[src/rtl/eied_defs.svh]
// constants for the external interrupt edge detector
// assumes inclusion by bare name from every design file that needs it
`ifndef EIED_DEFS_SVH
`define EIED_DEFS_SVH

// lane numbering inside the block
`define EIED_LANES 4
`define EIED_LANE_A 0
`define EIED_LANE_B 1
`define EIED_LANE_C 2
`define EIED_LANE_D 3

// trigger-type bit positions in the timer control byte
`define EIED_TT_A_BIT 0
`define EIED_TT_B_BIT 2

// port c bit positions of each lane's pin
`define EIED_PORT_BIT_A 2
`define EIED_PORT_BIT_B 3
`define EIED_PORT_BIT_C 6
`define EIED_PORT_BIT_D 7

// reset values
`define EIED_PIN_IDLE 4'hf
`define EIED_LANES_ZERO 4'h0
`define EIED_PORT_ZERO 8'h00

// lanes able to leave power-down (b, c and d)
`define EIED_WAKE_MASK 4'he

`endif

[src/rtl/eied_pkg.sv]
// types shared by the external interrupt edge detector files
// assumes eied_defs.svh for widths
`default_nettype none
`include "eied_defs.svh"

package eied_pkg;

  // power state, gray coded along run -> down -> wake
  typedef enum logic [1:0] {
    EIED_RUN = 2'b00,
    EIED_DOWN = 2'b01,
    EIED_WAKE = 2'b11
  } eied_pwr_type;

  typedef struct packed {
    logic [`EIED_LANES-1:0] stage1;
    logic [`EIED_LANES-1:0] stage2;
  } eied_sync_type;

  typedef struct packed {
    logic [`EIED_LANES-1:0] prev;
    logic [`EIED_LANES-1:0] pulse;
  } eied_edge_type;

  typedef struct packed {
    eied_pwr_type pwr;
    logic [`EIED_LANES-1:0] flag;
    logic [`EIED_LANES-1:0] overrun;
    logic [`EIED_LANES-1:0] wake_src;
    logic wake_pulse;
    logic [`EIED_LANES-1:0] pin_out;
    logic [`EIED_LANES-1:0] pin_oe_n;
    logic rxd_alt;
    logic [7:0] port_sample;
  } eied_main_type;

endpackage
`default_nettype wire

[src/rtl/eied_sync.sv]
// two-flop synchroniser for the four interrupt pins
// assumes pins idle high and are asynchronous to sys_clk
`timescale 1ns/1ps
`default_nettype none
`include "eied_defs.svh"

module eied_sync (
  // clock and reset
  input wire logic sys_clk,
  input wire logic reset_n,
  // raw pins and synchronised levels
  input wire logic [`EIED_LANES-1:0] raw_in,
  output logic [`EIED_LANES-1:0] sync_out
);

  eied_pkg::eied_sync_type st_r;
  eied_pkg::eied_sync_type st_nxt;

  // first stage is read only by the second
  always_comb begin
    st_nxt = st_r;
    st_nxt.stage1 = raw_in;
    st_nxt.stage2 = st_r.stage1;
  end

  // idle-high reset so no false edge after release
  always_ff @(posedge sys_clk or negedge reset_n) begin
    if (!reset_n) begin
      st_r <= {`EIED_PIN_IDLE, `EIED_PIN_IDLE};
    end else begin
      st_r <= st_nxt;
    end
  end

  assign sync_out = st_r.stage2;

endmodule
`default_nettype wire

[src/rtl/eied_edge.sv]
// per-lane edge detector, falling only or both edges
// assumes levels already synchronised to sys_clk
`timescale 1ns/1ps
`default_nettype none
`include "eied_defs.svh"

module eied_edge (
  // clock and reset
  input wire logic sys_clk,
  input wire logic reset_n,
  // level and edge selection
  input wire logic [`EIED_LANES-1:0] level,
  input wire logic [`EIED_LANES-1:0] falling_only,
  // one pulse per transition, none for rises in falling-only lanes
  output logic [`EIED_LANES-1:0] edge_pulse
);

  eied_pkg::eied_edge_type st_r;
  eied_pkg::eied_edge_type st_nxt;

  // compare with previous sample; rises masked in falling-only lanes
  always_comb begin
    st_nxt = st_r;
    st_nxt.prev = level;
    st_nxt.pulse = (st_r.prev & ~level) |
                   (~st_r.prev & level & ~falling_only);
  end

  always_ff @(posedge sys_clk or negedge reset_n) begin
    if (!reset_n) begin
      st_r <= {`EIED_PIN_IDLE, `EIED_LANES_ZERO};
    end else begin
      st_r <= st_nxt;
    end
  end

  assign edge_pulse = st_r.pulse;

endmodule
`default_nettype wire

[src/rtl/eied_top.sv]
// external interrupt edge detector for four port c pins
// assumes core logic clears flags with one-cycle pulses and drives
// the power-down request; pins come from outside the clock domain
//
// Notes on behaviour
// - lane b with its trigger bit at one flags falling edges only.
// - lane b with its trigger bit at zero flags rising and falling edges.
// - lane a with its trigger bit at one flags falling edges only.
// - lane a with its trigger bit at zero flags rising and falling edges.
// - a qualifying edge on lane b wakes the device from power-down.
// - lane c flags falling edges only, with no selection.
// - a falling edge on lane c wakes the device from power-down.
// - lane d flags falling edges only, with no selection.
// - a falling edge on lane d wakes the device from power-down.
// - the lane c pin also feeds the alternate uart receive input.
// - the lane b pin is also general-purpose port c bit three.
// - the lane c pin is also general-purpose port c bit six.
`timescale 1ns/1ps
`default_nettype none
`include "eied_defs.svh"

module eied_top (
  // clock and reset
  input wire logic sys_clk,
  input wire logic reset_n,
  // lane a pin, port c bit two
  input wire logic ext_irq_a_pin_in,
  output logic ext_irq_a_pin_out,
  output logic ext_irq_a_pin_oe_n,
  // lane b pin, port c bit three
  input wire logic port_c_bit_three_in,
  output logic port_c_bit_three_out,
  output logic port_c_bit_three_oe_n,
  // lane c pin, port c bit six
  input wire logic port_c_bit_six_in,
  output logic port_c_bit_six_out,
  output logic port_c_bit_six_oe_n,
  // lane d pin, port c bit seven
  input wire logic port_c_bit_seven_in,
  output logic port_c_bit_seven_out,
  output logic port_c_bit_seven_oe_n,
  // trigger selection from the timer control byte
  input wire logic [7:0] timer_control_reg,
  // general-purpose drive from the core, lanes a..d
  input wire logic [`EIED_LANES-1:0] gpio_out_val,
  input wire logic [`EIED_LANES-1:0] gpio_drive_en,
  // port c readback
  output logic [7:0] port_c_sample,
  // uart alternate receive path
  input wire logic uart_alt_sel,
  output logic uart_rxd_alt,
  // interrupt requests and clears
  output logic irq_a_req,
  output logic irq_b_req,
  output logic irq_c_req,
  output logic irq_d_req,
  input wire logic [`EIED_LANES-1:0] irq_clear,
  output logic [`EIED_LANES-1:0] irq_overrun,
  // power-down control
  input wire logic power_down_req,
  output logic power_down_active,
  output logic wake_pulse,
  output logic [`EIED_LANES-1:0] wake_source
);

  logic [`EIED_LANES-1:0] pins_raw;
  logic [`EIED_LANES-1:0] pins_sync;
  logic [`EIED_LANES-1:0] falling_only;
  logic [`EIED_LANES-1:0] edges;
  logic irq_a_trigger_type;
  logic irq_b_trigger_type;

  eied_pkg::eied_main_type st_r;
  eied_pkg::eied_main_type st_nxt;

  // places the four lane levels onto their port c bit positions
  function automatic logic [7:0] to_port(
    input logic [`EIED_LANES-1:0] lanes
  );
    logic [7:0] p;
    p = `EIED_PORT_ZERO;
    p[`EIED_PORT_BIT_A] = lanes[`EIED_LANE_A];
    p[`EIED_PORT_BIT_B] = lanes[`EIED_LANE_B];
    p[`EIED_PORT_BIT_C] = lanes[`EIED_LANE_C];
    p[`EIED_PORT_BIT_D] = lanes[`EIED_LANE_D];
    return p;
  endfunction

  // gather raw pin levels in lane order
  assign pins_raw[`EIED_LANE_A] = ext_irq_a_pin_in;
  assign pins_raw[`EIED_LANE_B] = port_c_bit_three_in;
  assign pins_raw[`EIED_LANE_C] = port_c_bit_six_in;
  assign pins_raw[`EIED_LANE_D] = port_c_bit_seven_in;

  eied_sync u_sync (
    .sys_clk (sys_clk),
    .reset_n (reset_n),
    .raw_in (pins_raw),
    .sync_out (pins_sync)
  );

  // trigger-type bits taken straight from the control byte
  assign irq_a_trigger_type = timer_control_reg[`EIED_TT_A_BIT];
  assign irq_b_trigger_type = timer_control_reg[`EIED_TT_B_BIT];

  assign falling_only[`EIED_LANE_B] = irq_b_trigger_type;
  assign falling_only[`EIED_LANE_A] = irq_a_trigger_type;
  assign falling_only[`EIED_LANE_C] = 1'b1;
  assign falling_only[`EIED_LANE_D] = 1'b1;

  eied_edge u_edge (
    .sys_clk (sys_clk),
    .reset_n (reset_n),
    .level (pins_sync),
    .falling_only (falling_only),
    .edge_pulse (edges)
  );

  // next-state logic for flags, power state and pin drive
  always_comb begin
    st_nxt = st_r;
    st_nxt.wake_pulse = 1'b0;

    st_nxt.flag = (st_r.flag & ~irq_clear) | edges;
    // an edge landing on a still-pending flag is counted as lost
    st_nxt.overrun = (st_r.overrun & ~irq_clear) |
                     (edges & st_r.flag & ~irq_clear);

    case (st_r.pwr)
      eied_pkg::EIED_RUN: begin
        if (power_down_req) begin
          st_nxt.pwr = eied_pkg::EIED_DOWN;
          st_nxt.wake_src = `EIED_LANES_ZERO;
        end
      end
      eied_pkg::EIED_DOWN: begin
        if ((edges & `EIED_WAKE_MASK) != `EIED_LANES_ZERO) begin
          st_nxt.pwr = eied_pkg::EIED_WAKE;
          st_nxt.wake_src = edges & `EIED_WAKE_MASK;
          st_nxt.wake_pulse = 1'b1;
        end
      end
      eied_pkg::EIED_WAKE: begin
        // one cycle for the core to restart before a new request counts
        st_nxt.pwr = eied_pkg::EIED_RUN;
      end
      default: begin
        st_nxt.pwr = eied_pkg::EIED_RUN;
      end
    endcase

    st_nxt.pin_out = gpio_out_val;
    st_nxt.pin_oe_n = ~gpio_drive_en;

    // alternate receive; idle high when not selected
    st_nxt.rxd_alt = uart_alt_sel ? pins_sync[`EIED_LANE_C] : 1'b1;

    st_nxt.port_sample = to_port(pins_sync);
  end

  // state register; pins released and flags clear under reset
  always_ff @(posedge sys_clk or negedge reset_n) begin
    if (!reset_n) begin
      st_r.pwr <= eied_pkg::EIED_RUN;
      st_r.flag <= `EIED_LANES_ZERO;
      st_r.overrun <= `EIED_LANES_ZERO;
      st_r.wake_src <= `EIED_LANES_ZERO;
      st_r.wake_pulse <= 1'b0;
      st_r.pin_out <= `EIED_PIN_IDLE;
      st_r.pin_oe_n <= `EIED_PIN_IDLE;
      st_r.rxd_alt <= 1'b1;
      st_r.port_sample <= `EIED_PORT_ZERO;
    end else begin
      st_r <= st_nxt;
    end
  end

  // request outputs, straight from the sticky flags
  assign irq_a_req = st_r.flag[`EIED_LANE_A];
  assign irq_b_req = st_r.flag[`EIED_LANE_B];
  assign irq_c_req = st_r.flag[`EIED_LANE_C];
  assign irq_d_req = st_r.flag[`EIED_LANE_D];
  assign irq_overrun = st_r.overrun;

  // pin drive outputs
  assign ext_irq_a_pin_out = st_r.pin_out[`EIED_LANE_A];
  assign ext_irq_a_pin_oe_n = st_r.pin_oe_n[`EIED_LANE_A];
  assign port_c_bit_three_out = st_r.pin_out[`EIED_LANE_B];
  assign port_c_bit_three_oe_n = st_r.pin_oe_n[`EIED_LANE_B];
  assign port_c_bit_six_out = st_r.pin_out[`EIED_LANE_C];
  assign port_c_bit_six_oe_n = st_r.pin_oe_n[`EIED_LANE_C];
  assign port_c_bit_seven_out = st_r.pin_out[`EIED_LANE_D];
  assign port_c_bit_seven_oe_n = st_r.pin_oe_n[`EIED_LANE_D];

  // misc status
  assign port_c_sample = st_r.port_sample;
  assign uart_rxd_alt = st_r.rxd_alt;
  assign power_down_active = (st_r.pwr == eied_pkg::EIED_DOWN);
  assign wake_pulse = st_r.wake_pulse;
  assign wake_source = st_r.wake_src;

endmodule
`default_nettype wire

[config.mk]
export PLATFORM = sky130hd
export DESIGN_NAME = eied_top
export DESIGN_NICKNAME = d
export VERILOG_FILES = /design/src/rtl/eied_pkg.sv /design/src/rtl/eied_sync.sv /design/src/rtl/eied_edge.sv /design/src/rtl/eied_top.sv
export VERILOG_INCLUDE_DIRS = /design/src /design/src/rtl
export SDC_FILE = /design/constraint.sdc
export NUM_CORES = 1
export LEC_CHECK = 0
export CAP_MARGIN = 40
export CORE_MARGIN = 1
export CORE_UTILIZATION = 54
export DETAILED_ROUTE_END_ITERATION = 6
export DONT_BUFFER_PORTS = 1
export PLACE_DENSITY_LB_ADDON = 0.2
export SLEW_MARGIN = 20
export SYNTH_ARGS = -nofsm -noshare
export SYNTH_HDL_FRONTEND = slang
export SYNTH_SLANG_ARGS = --single-unit
export TNS_END_PERCENT = 1
[constraint.sdc]
create_clock -name sys_clk -period 1.2 [get_ports sys_clk]
set_clock_uncertainty 0.1 [all_clocks]
set_input_delay 0.06 -clock sys_clk [delete_from_list [all_inputs] [get_ports sys_clk]]
set_output_delay 0.06 -clock sys_clk [all_outputs]
set_load 0.05 [all_outputs]
==> impl_metrics.tcl <==
set metrics [dict create \
    fmax_mhz 817 \
    cp.arrival_ns 1.06 \
    p_int_w 0.00240 \
    nFillCells 172 \
    die_w_um 53.8 \
    clock_sinks 43 \
    area_growth_pct 26.8 \
    diodes 0 \
    die_area_um2 2900 \
    num-nets-final 160 \
    final_cells 163 \
    worstPathBufferInverterCount 1 \
    power_density_nw_per_um2 1980 \
    die_h_um 53.8 \
    final_common_cell "dfrtp_1" \
    worst_path_max_delay_cell "dfrtp_1" \
    clk_path_buf_depth 2 \
    drc 0 \
    yosys.area.top_type "dfstp_2" \
    dp_cells 130 \
    hold_slack_ns 0.102 \
    ys_seq_area_share_pct 76.0 \
    p_leak_nw 0.893 \
    hold_viol_final 0 \
    insertion_delay_ns 0.34 \
    p_total_w 0.00364 \
    p_sw_share_pct 34.1 \
    seqPwrFrac_pct 51.9 \
    antenna_found_initial 0 \
    cp.required_ns 1.04 \
    crit_fanout 2 \
    grt_pass1_wl_um 3130 \
    hold_class "primary input to async pin" \
    drive_above_1_share_pct 39.8 \
    status "finished with violations" \
    maxCapViolations 0 \
    final_cell_mix "dfrtp_1, dfstp_2, dlygate4sd3_1, buf_4, inv_1" \
    initial_core_util_pct 58.0 \
    num_rows 18 \
    cts.clk_slew.worst_paths_ns 0.12 \
    first_pass_iters 2 \
    fin_crit_sh_pct 102 \
    failed_checks "negative setup slack" \
    tns_ns -0.0762 \
    final_util_pct 73.6 \
    cp_cell_sequence "nor2b_4 > buf_8" \
    netlist_area_um2 1450 \
    io_buffers 0 \
    yosysUniqueCellTypes 16 \
    cts_tree "built" \
    cp-end-kind "output pin" \
    grt_pass1_vias 755 \
    cts_buffers 5 \
    worst-setup-path-type "flop to output pin" \
    place.gp.congestion 0.555 \
    gr-total-overflow 0 \
    p_sw_w 0.00124 \
    cts_max_level 2 \
    crit_family "flip-flops" \
    via_per_inst 4.77 \
    antenna_left 0 \
    layout_setup_ws_ns -0.0240 \
    ir_drop_uv 2020 \
    timing.final.max_slew_violations 0 \
    grt_usage_pct 16.6 \
    final-setup-viol-count 7 \
    grt_max_degree 44 \
    dp_hpwl_um 1290 \
    synthTopCellsByArea "dfstp_2, dfrtp_1, buf_4" \
    routed_wl_um 2140 \
    p_clk_share_pct 22.0 \
    comb_power_share_pct 26.1 \
    synth_top_area_share_pct 38.1 \
    start_kind "flop" \
    io_pins 59 \
    ys_seq_elements 43 \
    syn_area_per_cell_um2 14.9 \
    cp_slowest_stage_delay_ns 0.43 \
    drt-initial-drc-count 2 \
    core_um2 2500 \
    rsz0062_at_grt "true" \
    fin_crit_ns 1.22 \
    syn-instance-count 97 \
    cts-root-buf "clkbuf_4" \
    ys_warn_count 0 \
    dr_total_vias 777 \
    routedWlPerCell_um 13.1 \
]
-- worst paths after layout --
path	depth (start not counted)	slack, ns	start	end
worst max-delay path	2	-0.02	st_r[31]	power_down_active
worst min-delay path	2	0.10	reset_n	wake_source[3]
worst max register to register	3	-0.02	st_r[30]	wake_source[2]
worst min register to register	0	0.27	u_sync.st_nxt[0]	u_sync.sync_out[0]
max in group asynchronous	2	0.65	reset_n	u_sync.st_nxt[1]
min in group sys_clk	1	0.15	gpio_out_val[1]	port_c_bit_three_out
-- flip-flops by register name, summed over array words and instances, names as in the netlist --
name	count
ext_irq_a_pin_oe_n	1
ext_irq_a_pin_out	1
irq_a_req	1
irq_b_req	1
irq_c_req	1
irq_d_req	1
irq_overrun	4
port_c_bit_seven_oe_n	1
port_c_bit_seven_out	1
port_c_bit_six_oe_n	1
port_c_bit_six_out	1
port_c_bit_three_oe_n	1
port_c_bit_three_out	1
port_c_sample	4
st_r	2
u_edge.edge_pulse	4
u_edge.st_r	4
u_sync.st_nxt	4
u_sync.sync_out	4
uart_rxd_alt	1
wake_pulse	1
wake_source	3
-- power groups by stage --
| stage | Combinational, W | Clock (W) | Sequential (W) |
|---|---|---|---|
| detailed placement | 0.000743 | 0 | 0.00191 |
| global placement | 0.000735 | 0 | 0.00190 |
| floorplan | 0.000647 | 0 | 0.00191 |
| CTS | 0.000903 | 0.000837 | 0.00188 |
| finish | 0.000948 | 0.000801 | 0.00189 |
| global route | 0.00100 | 0.000893 | 0.00190 |
-- kinds of logic after synthesis --
| group | Yosys count | share of synthesized area, % |
|---|---|---|
| and+or+nand+nor | 15 | 6.04 |
| buffers and inverters | 24 | 10.4 |
| muxes | 2 | 1.38 |
| AOI/OAI and AO/OA | 12 | 5.95 |
| DFF | 43 | 76.0 |
| other | 1 | 0.259 |
-- metal layers --
metal	part of all wire [%]	track usage, %
met5	0	0
met4	1.9	10.5
met3	7.0	5.93
met2	54	29.2
met1	37	16.4
-- what timing repair did --
action | 4_1_cts | 5_1_grt
endpoints found under the hold margin | 67 | 0
pin swaps | 0 | 0
setup buffers | 2 | 1
gates resized for setup | 1 | 1
hold buffers | 22 | 0
setup endpoints to repair | 10 | 13
-- Yosys cell counts --
| cell | number |
|---|---|
| a21o_1 | 3 |
| a211o_1 | 1 |
| mux2i_1 | 2 |
| a21o_2 | 1 |
| dfrtp_1 | 22 |
| inv_1 | 8 |
| a21oi_1 | 4 |
| buf_4 | 16 |
| conb_1 | 1 |
| a22o_1 | 3 |
| nor3_2 | 1 |
| dfstp_2 | 21 |
| nor2_1 | 6 |
| nand2b_1 | 3 |
| and2b_2 | 2 |
| nor2b_1 | 3 |
-- worst register-to-register path, stage by stage (launching register included) --
cell and delay [ns]:
dfrtp_1 0.42, buf_4 0.14, a211o_1 0.28, a22o_1 0.19
-- through the flow --
step | instance area [um^2] | setup slack, ns
floorplan | 1470 | 0.0703
global placement | 1500 | 0.0682
detailed placement | 1500 | 0.0577
CTS | 1830 | -0.0319
global route | 1840 | -0.0913
finish | 1840 | -0.0240
-- layout make-up --
type	instances	area (um^2)	area share (%)
clock buffer	6	62.6	3.40
clock inverter	2	13.8	0.748
inverter	8	30.0	1.63
multi-input combinational	34	220	12.0
sequential	43	1100	59.9
tap	30	37.5	2.04
timing repair buffer	40	373	20.3
Power figures use the tool's default switching activity.
